==> src/efl_pkg.sv <==
// Constants, register map and types for the extender frame loop.
package efl_pkg;

  // Timing figures and their cycle counts.
  localparam int CLK_PERIOD_NS = 50;
  localparam int MASTER_TMO_NS = 1600000;
  localparam int SILENCE_NS = 100000000;
  localparam int MASTER_TMO_CYC = MASTER_TMO_NS / CLK_PERIOD_NS;
  localparam int SILENCE_CYC = SILENCE_NS / CLK_PERIOD_NS;
  localparam int TMR_W = 21;

  // Register byte offsets.
  localparam int ADDR_W = 8;
  localparam logic [7:0] OFS_CTRL = 8'h00;
  localparam logic [7:0] OFS_STATUS = 8'h04;
  localparam logic [7:0] OFS_TXDATA = 8'h08;
  localparam logic [7:0] OFS_RXDATA = 8'h0c;
  localparam logic [7:0] OFS_IRQ_STAT = 8'h10;
  localparam logic [7:0] OFS_IRQ_MASK = 8'h14;

  // Field positions.
  localparam int CTRL_TRUNC_EN = 0;
  localparam int ST_FAULT_A = 0;
  localparam int ST_FAULT_B = 1;
  localparam int ST_TRUNC = 2;
  localparam int ST_BUSY = 3;
  localparam int ST_PEND = 4;
  localparam int ST_ROLE = 8;
  localparam int EV_RETURN = 0;
  localparam int EV_TIMEOUT = 1;
  localparam int EV_CORRUPT = 2;
  localparam int EV_TRUNC = 3;
  localparam int EV_W = 4;

  // Reset values and bus answers.
  localparam logic [31:0] CTRL_RST = 32'h0000_0000;
  localparam logic [EV_W-1:0] MASK_RST = 4'h0;
  localparam logic [1:0] RESP_OKAY = 2'h0;
  localparam logic [1:0] RESP_SLVERR = 2'h2;

  typedef enum logic [1:0] {
    ROLE_MASTER = 2'b00,
    ROLE_MIDDLE = 2'b01,
    ROLE_END = 2'b10
  } efl_role_t;

  typedef enum logic {
    MS_IDLE = 1'b0,
    MS_WAIT = 1'b1
  } efl_mstate_t;

  typedef struct packed {
    logic vld;
    logic bad;
    logic [31:0] data;
  } efl_rx_t;

  typedef struct packed {
    logic vld;
    logic [31:0] data;
  } efl_tx_t;

endpackage

==> src/efl_frame_loop.sv <==
// Frame circulation, fault supervision, truncation and register slave of one extender.
//
// Our own choices: the placing of the registers and the AXI4-Lite register port.
`timescale 1ns/100ps
`default_nettype none
module efl_frame_loop #(
  parameter int MasterTmoCyc = efl_pkg::MASTER_TMO_CYC,
  parameter int SilenceCyc = efl_pkg::SILENCE_CYC
) (
  input wire logic clk_sys, // System clock, 20 MHz.
  input wire logic sys_rst, // Synchronous reset, active high.
  input wire efl_pkg::efl_role_t role, // Static chain position setting.
  input wire logic ifcIn, // Interface clear line, active high.
  input wire efl_pkg::efl_rx_t rxA, // Frame received at port A.
  input wire efl_pkg::efl_rx_t rxB, // Frame received at port B.
  output efl_pkg::efl_tx_t txA, // Frame sent at port A.
  output efl_pkg::efl_tx_t txB, // Frame sent at port B.
  output logic faultA, // Port A fault indicator.
  output logic faultB, // Port B fault indicator.
  output logic irq, // Level interrupt.
  input wire logic [7:0] s_axi_awaddr, // Write address.
  input wire logic s_axi_awvalid, // Write address valid.
  output logic s_axi_awready, // Write address ready.
  input wire logic [31:0] s_axi_wdata, // Write data.
  input wire logic [3:0] s_axi_wstrb, // Write strobes.
  input wire logic s_axi_wvalid, // Write data valid.
  output logic s_axi_wready, // Write data ready.
  output logic [1:0] s_axi_bresp, // Write response.
  output logic s_axi_bvalid, // Write response valid.
  input wire logic s_axi_bready, // Write response ready.
  input wire logic [7:0] s_axi_araddr, // Read address.
  input wire logic s_axi_arvalid, // Read address valid.
  output logic s_axi_arready, // Read address ready.
  output logic [31:0] s_axi_rdata, // Read data.
  output logic [1:0] s_axi_rresp, // Read response.
  output logic s_axi_rvalid, // Read data valid.
  input wire logic s_axi_rready // Read data ready.
);

  localparam logic [efl_pkg::TMR_W-1:0] TmoLast = efl_pkg::TMR_W'(MasterTmoCyc - 1);
  localparam logic [efl_pkg::TMR_W-1:0] SilLast = efl_pkg::TMR_W'(SilenceCyc - 1);

  // Byte-strobe merge, used by the control, mask and transmit buffer registers.
  function automatic logic [31:0] mergeStrb(input logic [31:0] old, input logic [31:0] nw, input logic [3:0] strb);
    logic [31:0] r;
    r = old;
    for (int i = 0; i < 4; i++) begin
      if (strb[i]) begin
        r[8*i +: 8] = nw[8*i +: 8];
      end
    end
    return r;
  endfunction

  // Address decode shared by the read and write paths.
  function automatic logic addrHit(input logic [7:0] a);
    return a == efl_pkg::OFS_CTRL || a == efl_pkg::OFS_STATUS || a == efl_pkg::OFS_TXDATA ||
           a == efl_pkg::OFS_RXDATA || a == efl_pkg::OFS_IRQ_STAT || a == efl_pkg::OFS_IRQ_MASK;
  endfunction

  logic [7:0] awAddr_ff;
  logic awHeld_ff;
  logic [31:0] wData_ff;
  logic [3:0] wStrb_ff;
  logic wHeld_ff;
  logic bValid_ff;
  logic [1:0] bResp_ff;
  logic rValid_ff;
  logic [31:0] rData_ff;
  logic [1:0] rResp_ff;
  logic [31:0] ctrl_ff;
  logic [31:0] txBuf_ff;
  logic txPend_ff;
  logic [31:0] rxData_ff;
  logic [efl_pkg::EV_W-1:0] irqStat_ff;
  logic [efl_pkg::EV_W-1:0] irqMask_ff;
  efl_pkg::efl_mstate_t mState_ff;
  logic [efl_pkg::TMR_W-1:0] mTmr_ff;
  logic [31:0] curFrame_ff;
  logic mFault_ff;
  logic truncActive_ff;
  efl_pkg::efl_tx_t txA_ff;
  efl_pkg::efl_tx_t txB_ff;
  logic [1:0] pFault;
  logic doWrite;
  logic [31:0] statusWord;
  logic isMaster;
  logic isMiddle;
  logic turnAround;
  logic goodA;
  logic goodB;
  logic launch;
  logic mReturn;
  logic mTimeout;
  logic [efl_pkg::EV_W-1:0] events;

  // Role decoding; a truncating middle extender turns frames round like an end.
  assign isMaster = role == efl_pkg::ROLE_MASTER;
  assign isMiddle = role == efl_pkg::ROLE_MIDDLE;
  assign turnAround = role == efl_pkg::ROLE_END || truncActive_ff;
  assign goodA = rxA.vld && !rxA.bad;
  assign goodB = rxB.vld && !rxB.bad;
  assign launch = isMaster && mState_ff == efl_pkg::MS_IDLE && txPend_ff;
  assign mReturn = isMaster && mState_ff == efl_pkg::MS_WAIT && goodA;
  assign mTimeout = isMaster && mState_ff == efl_pkg::MS_WAIT && !goodA && mTmr_ff == TmoLast;

  // AXI4-Lite handshakes; address and data are taken in either order.
  assign s_axi_awready = !awHeld_ff && !bValid_ff;
  assign s_axi_wready = !wHeld_ff && !bValid_ff;
  assign s_axi_bvalid = bValid_ff;
  assign s_axi_bresp = bResp_ff;
  assign s_axi_arready = !rValid_ff;
  assign s_axi_rvalid = rValid_ff;
  assign s_axi_rdata = rData_ff;
  assign s_axi_rresp = rResp_ff;
  assign doWrite = awHeld_ff && wHeld_ff && !bValid_ff;

  // Write channel capture and response.
  always_ff @(posedge clk_sys) begin
    if (sys_rst) begin
      awHeld_ff <= 1'b0;
      wHeld_ff <= 1'b0;
      bValid_ff <= 1'b0;
      awAddr_ff <= 8'h00;
      wData_ff <= 32'h0000_0000;
      wStrb_ff <= 4'h0;
      bResp_ff <= efl_pkg::RESP_OKAY;
    end else begin
      if (s_axi_awvalid && s_axi_awready) begin
        awHeld_ff <= 1'b1;
        awAddr_ff <= s_axi_awaddr;
      end
      if (s_axi_wvalid && s_axi_wready) begin
        wHeld_ff <= 1'b1;
        wData_ff <= s_axi_wdata;
        wStrb_ff <= s_axi_wstrb;
      end
      if (doWrite) begin
        awHeld_ff <= 1'b0;
        wHeld_ff <= 1'b0;
        bValid_ff <= 1'b1;
        bResp_ff <= addrHit(awAddr_ff) ? efl_pkg::RESP_OKAY : efl_pkg::RESP_SLVERR;
      end else if (s_axi_bready) begin
        bValid_ff <= 1'b0;
      end
    end
  end

  // Status word assembled from the block's own state.
  always_comb begin
    statusWord = 32'h0000_0000;
    statusWord[efl_pkg::ST_FAULT_A] = faultA;
    statusWord[efl_pkg::ST_FAULT_B] = faultB;
    statusWord[efl_pkg::ST_TRUNC] = truncActive_ff;
    statusWord[efl_pkg::ST_BUSY] = mState_ff == efl_pkg::MS_WAIT;
    statusWord[efl_pkg::ST_PEND] = txPend_ff;
    statusWord[efl_pkg::ST_ROLE +: 2] = role;
  end

  // Read channel; data is registered at the edge that takes the address.
  always_ff @(posedge clk_sys) begin
    if (sys_rst) begin
      rValid_ff <= 1'b0;
      rData_ff <= 32'h0000_0000;
      rResp_ff <= efl_pkg::RESP_OKAY;
    end else if (s_axi_arvalid && s_axi_arready) begin
      rValid_ff <= 1'b1;
      rResp_ff <= addrHit(s_axi_araddr) ? efl_pkg::RESP_OKAY : efl_pkg::RESP_SLVERR;
      case (s_axi_araddr)
        efl_pkg::OFS_CTRL: rData_ff <= ctrl_ff;
        efl_pkg::OFS_STATUS: rData_ff <= statusWord;
        efl_pkg::OFS_TXDATA: rData_ff <= txBuf_ff;
        efl_pkg::OFS_RXDATA: rData_ff <= rxData_ff;
        efl_pkg::OFS_IRQ_STAT: rData_ff <= {28'h0000000, irqStat_ff};
        efl_pkg::OFS_IRQ_MASK: rData_ff <= {28'h0000000, irqMask_ff};
        default: rData_ff <= 32'h0000_0000;
      endcase
    end else if (s_axi_rready) begin
      rValid_ff <= 1'b0;
    end
  end

  // Control, mask and transmit buffer; a new frame waits while one circulates.
  always_ff @(posedge clk_sys) begin
    if (sys_rst) begin
      ctrl_ff <= efl_pkg::CTRL_RST;
      irqMask_ff <= efl_pkg::MASK_RST;
      txBuf_ff <= 32'h0000_0000;
      txPend_ff <= 1'b0;
    end else begin
      if (launch) begin
        txPend_ff <= 1'b0;
      end
      if (doWrite && awAddr_ff == efl_pkg::OFS_CTRL) begin
        ctrl_ff <= mergeStrb(ctrl_ff, wData_ff, wStrb_ff);
      end
      if (doWrite && awAddr_ff == efl_pkg::OFS_IRQ_MASK) begin
        irqMask_ff <= efl_pkg::EV_W'(mergeStrb({28'h0000000, irqMask_ff}, wData_ff, wStrb_ff));
      end
      if (doWrite && awAddr_ff == efl_pkg::OFS_TXDATA) begin
        txBuf_ff <= mergeStrb(txBuf_ff, wData_ff, wStrb_ff);
        txPend_ff <= 1'b1;
      end
    end
  end

  // Master loop: one frame out, resend the same frame on every timeout.
  always_ff @(posedge clk_sys) begin
    if (sys_rst) begin
      mState_ff <= efl_pkg::MS_IDLE;
      mTmr_ff <= '0;
      curFrame_ff <= 32'h0000_0000;
      mFault_ff <= 1'b0;
      rxData_ff <= 32'h0000_0000;
    end else begin
      case (mState_ff)
        efl_pkg::MS_IDLE: begin
          if (launch) begin
            curFrame_ff <= txBuf_ff;
            mTmr_ff <= '0;
            mState_ff <= efl_pkg::MS_WAIT;
          end
        end
        efl_pkg::MS_WAIT: begin
          if (mReturn) begin
            rxData_ff <= rxA.data;
            mFault_ff <= 1'b0;
            mState_ff <= efl_pkg::MS_IDLE;
          end else if (mTimeout) begin
            mFault_ff <= 1'b1;
            mTmr_ff <= '0;
          end else begin
            mTmr_ff <= mTmr_ff + 1'b1;
          end
        end
        default: mState_ff <= efl_pkg::MS_IDLE;
      endcase
    end
  end

  // Truncation starts only on interface clear and holds until reset.
  always_ff @(posedge clk_sys) begin
    if (sys_rst) begin
      truncActive_ff <= 1'b0;
    end else if (isMiddle && ctrl_ff[efl_pkg::CTRL_TRUNC_EN] && ifcIn) begin
      truncActive_ff <= 1'b1;
    end
  end

  // Frame forwarding; corrupted frames never reach a transmitter.
  always_ff @(posedge clk_sys) begin
    if (sys_rst) begin
      txA_ff <= '0;
      txB_ff <= '0;
    end else if (isMaster) begin
      txA_ff.vld <= launch || mTimeout;
      txA_ff.data <= launch ? txBuf_ff : curFrame_ff;
      txB_ff <= '0;
    end else begin
      txA_ff.vld <= turnAround ? goodA : goodB;
      txA_ff.data <= turnAround ? rxA.data : rxB.data;
      txB_ff.vld <= !turnAround && goodA;
      txB_ff.data <= rxA.data;
    end
  end
  assign txA = txA_ff;
  assign txB = txB_ff;

  // Per-port silence timer and latched fault on non-master extenders, except port B of an end.
  genvar p;
  generate
    for (p = 0; p < 2; p++) begin : gPort
      logic [efl_pkg::TMR_W-1:0] silCnt_ff;
      logic pFault_ff;
      logic watched;
      logic arrived;
      logic badIn;
      assign watched = !isMaster && !(p == 1 && role == efl_pkg::ROLE_END);
      assign arrived = (p == 0) ? rxA.vld : rxB.vld;
      assign badIn = (p == 0) ? (rxA.vld && rxA.bad) : (rxB.vld && rxB.bad);
      always_ff @(posedge clk_sys) begin
        if (sys_rst) begin
          silCnt_ff <= '0;
          pFault_ff <= 1'b0;
        end else if (watched) begin
          silCnt_ff <= (arrived || silCnt_ff == SilLast) ? '0 : silCnt_ff + 1'b1;
          if (badIn || (!arrived && silCnt_ff == SilLast)) begin
            pFault_ff <= 1'b1;
          end
        end
      end
      assign pFault[p] = pFault_ff;
    end
  endgenerate

  assign faultA = isMaster ? mFault_ff : pFault[0];
  assign faultB = isMaster ? 1'b0 : pFault[1];

  // Sticky interrupt status, write one to clear; a new event wins over the clear.
  always_comb begin
    events = '0;
    events[efl_pkg::EV_RETURN] = mReturn;
    events[efl_pkg::EV_TIMEOUT] = mTimeout;
    events[efl_pkg::EV_CORRUPT] = (rxA.vld && rxA.bad) || (rxB.vld && rxB.bad);
    events[efl_pkg::EV_TRUNC] = !truncActive_ff && isMiddle && ctrl_ff[efl_pkg::CTRL_TRUNC_EN] && ifcIn;
  end
  always_ff @(posedge clk_sys) begin
    if (sys_rst) begin
      irqStat_ff <= '0;
    end else if (doWrite && awAddr_ff == efl_pkg::OFS_IRQ_STAT && wStrb_ff[0]) begin
      irqStat_ff <= (irqStat_ff & ~wData_ff[efl_pkg::EV_W-1:0]) | events;
    end else begin
      irqStat_ff <= irqStat_ff | events;
    end
  end
  assign irq = |(irqStat_ff & irqMask_ff);
endmodule
`default_nettype wire

==> config.mk <==
export PLATFORM = sky130hd
export DESIGN_NAME = efl_frame_loop
export DESIGN_NICKNAME = d
export VERILOG_FILES = /design/src/efl_pkg.sv /design/src/efl_frame_loop.sv
export SDC_FILE = /design/constraint.sdc
export NUM_CORES = 1
export LEC_CHECK = 0
export BUFFER_PORTS_ARGS = -buffer_cell sky130_fd_sc_hd__buf_2
export CAP_MARGIN = 30
export CORE_ASPECT_RATIO = 1.4
export CORE_MARGIN = 2
export CORE_UTILIZATION = 40
export CTS_BUF_LIST = sky130_fd_sc_hd__clkbuf_4 sky130_fd_sc_hd__clkbuf_8 sky130_fd_sc_hd__clkbuf_16
export CTS_CLUSTER_SIZE = 28
export DETAILED_ROUTE_END_ITERATION = 16
export GPL_TIMING_DRIVEN = 0
export PLACE_DENSITY = 0.63
export SLEW_MARGIN = 20
export SYNTH_ARGS = -nofsm -noshare
export SYNTH_HDL_FRONTEND = slang
export SYNTH_SLANG_ARGS = --single-unit
==> constraint.sdc <==
create_clock -name clk_sys -period 2.48 [get_ports clk_sys]
set_clock_uncertainty 0.2 [all_clocks]
set_input_delay 0.372 -clock clk_sys [delete_from_list [all_inputs] [get_ports clk_sys]]
set_output_delay 0.372 -clock clk_sys [all_outputs]
set_load 0.005 [all_outputs]
==> impl_metrics.yaml <==
global_route:
  globalRouteOverflowTotal: 0
  globalRouteTotalUtil: 0.238
  grt_start_max_net_pins: 16
  grt_antenna_before_repair: 0
  grt_pass1_vias: 12707
  grt_first_pass_wirelength_um: 67700
setup_path:
  r2r_start: "awAddr_ff[0]"
  path_type_of_the_worst_setup_path: "register to register"
  regToRegSetupSlack_ns: 0.07
  worst_ep_required_time_ns: 2.67
  maximum_net_fanout_on_the_critical_path: 8
  worst_setup_path_start_kind: "register"
  worstSetupStartpoint: "awAddr_ff[0]"
  critPathCaptureType: "register"
  arrival_ns: 2.60
worst_hold_path:
  hold_path.class: "input port to register"
  worstHoldStart: "rxA[33]"
yosys:
  synth_largest_area_cell: "dfxtp_1"
  number_of_synthesized_flops_with_an_enable_pin: 0
  syn_area_sq_um: 13700
  synthCells: 1597
  synth.distinct_cells: 69
  synth_top_area_frac: 0.516
  yosys_register_bits: 353
  post_synth_main_area_contributors: "dfxtp_1, nand2_1, a21oi_1, nor2_1, mux2i_1"
  yosys.cell_count.top_type: "nand2_1"
  ys_async_sr_fraction: 0
  postSynthAreaPerCell_sq_um: 8.58
  commonest_cells_post_synth: "nand2_1, dfxtp_1, a21oi_1"
  synthFlopType: "dfxtp_1"
  total_number_of_yosys_warnings: 0
  yosysSeqAreaShare: 0.516
pwr:
  switchingPower_mw: 2.92
  power.internal_mw: 9.74
  switching_share: 0.230
  static-leakage-power_nw: 7.05
  pwr-share-clk: 0.463
  seqPwrFrac: 0.465
  power_density_nw_per_um2: 705
  worst_ir_drop_vdd_mv: 0.530
  comb_power_share: 0.073
run_status:
  run_status: "complete, no violations"
floorplan:
  die_height_um: 223
  design.portCount: 240
  fp.coreArea_sq_um: 33900
  std_cell_rows: 80
  die-area_sq_um: 35800
  dieWidth_um: 160
  initial_utilization: 0.404
clock_network:
  cts.reportedPaths.clkPinSlew_ns: 0.06
  longest_clk_path_bufs: 3
  h-tree-depth: 2
  clk-insertion-delay-late_ns: 0.54
  cts_tree: "done"
  cts.sink_count: 353
  cts_made_buffers: 36
  cts.root.buffer_cell: "clkbuf_16"
timing:
  setup_total_negative_slack_ns: 0
  final_min_period_over_clock_period: 0.971
  slew_headroom: 0.344
  max_slew_violation_count: 0
  timing.final.crit_period_ns: 2.41
  worst_hold_slack_ns: 0.0361
  worst_pin_slew_ns: 0.984
  rsz_0062_raised_after_global_routing: "true"
  max_fclk_mhz: 415
  final_hold_viol_count: 0
  setup_violations: 0
layout:
  nNetsFinal: 2125
  syn_to_final_growth_pct: 31.2
  n_antenna_cell: 0
  post-route-cell-area_sq_um: 18000
  post_route_cells_drive_above_1_share: 0.179
  final_cell_count_without_fillers: 2470
routing:
  postRouteAntennaNets: 0
  detailroute.via_count: 12890
  first_pass_iters: 12
  drt_iter0_markers: 831
  viasPerCell: 5.22
  routed_wirelength_um: 43800
  post-route-drc-count: 0
  wire_per_inst_um: 17.7
placement:
  globalplace.congestion: 0.868
  place_inst: 2284
  place_hpwl_um: 31900
  placedInstanceArea_sq_um: 15400
  place.port_buffers: 235
run:
  cap_viol_max_count: 0
==> critical path, stage by stage (launching register included) <==
cell and delay (ns):
dfxtp_1 0.31, or4_1 0.51, clkbuf_1 0.20, nor4_4 0.27
buf_4 0.21, nand3_2 0.28, mux2i_1 0.25, nor2_1 0.05
==> area by class of cell <==
type	count	area (sq um)
inverter	10	37.5
sequential	353	7070
tap	451	564
fill	3186	16000
clock buffer	50	1060
buffer	96	409
clock inverter	15	220
timing repair buffer	357	2390
multi-input combinational	1138	6210
==> state kept, by name (all words and copies together) (netlist names), 4 cells and up <==
name and count:
irqStat_ff 4, mTmr_ff 21, wStrb_ff 4, wData_ff 32, irqMask_ff 4, rxData_ff 32
txB 33, gPort.silCnt_ff 42, txBuf_ff 32, ctrl_ff 32, s_axi_rdata 32, awAddr_ff 8
txA 33, curFrame_ff 32
==> through the flow <==
step | setup WS, ns | util | power [mW]
after global placement | -0.460 | 0.455 | 6.77
after global routing | -0.0622 | 0.529 | 13.1
after detailed placement | -0.370 | 0.455 | 6.78
after CTS | 0.0257 | 0.529 | 12.8
final | 0.0713 | 0.529 | 12.7
after floorplan | 0.297 | - | 6.38
==> final timing paths <==
kind,end,depth (start not counted)
setup / recovery,ctrl_ff[19],7
hold / removal,gPort[0].pFault_ff,3
setup reg to reg,ctrl_ff[19],7
hold reg to reg,s_axi_rdata[13],2
==> layout by cell type (no fill, tap or decap), types with 36 or more instances in the layout <==
cell,count
nand3_1,50
nor2_1,153
nand2_1,375
clkbuf_1,71
a21oi_1,159
a31oi_1,36
clkbuf_16,37
dfxtp_1,353
and2_1,36
mux2i_1,39
buf_2,251
dlygate4sd3_1,115
==> cells by family (layout without fill, tap and decap cells) <==
kind of cell	after synthesis	count (layout)	synth area share
compound gates	299	299	0.134
fa+ha+maj	3	3	0.00274
other cells	1	2	0.000274
simple gates	738	738	0.248
mux	42	42	0.0326
xor+xnor	54	54	0.0345
flops	353	353	0.516
buf+inv	107	528	0.0326
==> power by group through the flow <==
stage                     clock, mW  sequential, mW  combinational, mW
final                          5.86            5.88              0.922
after detailed placement          0            6.01              0.770
after floorplan                   0            6.00              0.381
after global routing           6.17            5.89               1.00
after CTS                      5.96            5.88              0.921
after global placement            0            6.01              0.762
==> layer usage <==
metal  vias to the layer above  track usage  wire [um]
met5                         -            0          0
met4                         0       0.0834       1290
met3                        73       0.0405       2670
met2                       398        0.445      22800
met1                      6152        0.271      17000
li1                       6267            -          -
==> what timing repair did <==
action	in CTS	in global routing
gates resized for setup	4	5
endpoints found under the hold margin	145	0
pin swaps	4	1
endpoints found under the setup margin	83	72
hold buffers	115	0
setup buffers	5	2
Power figures use the tool's default switching activity.
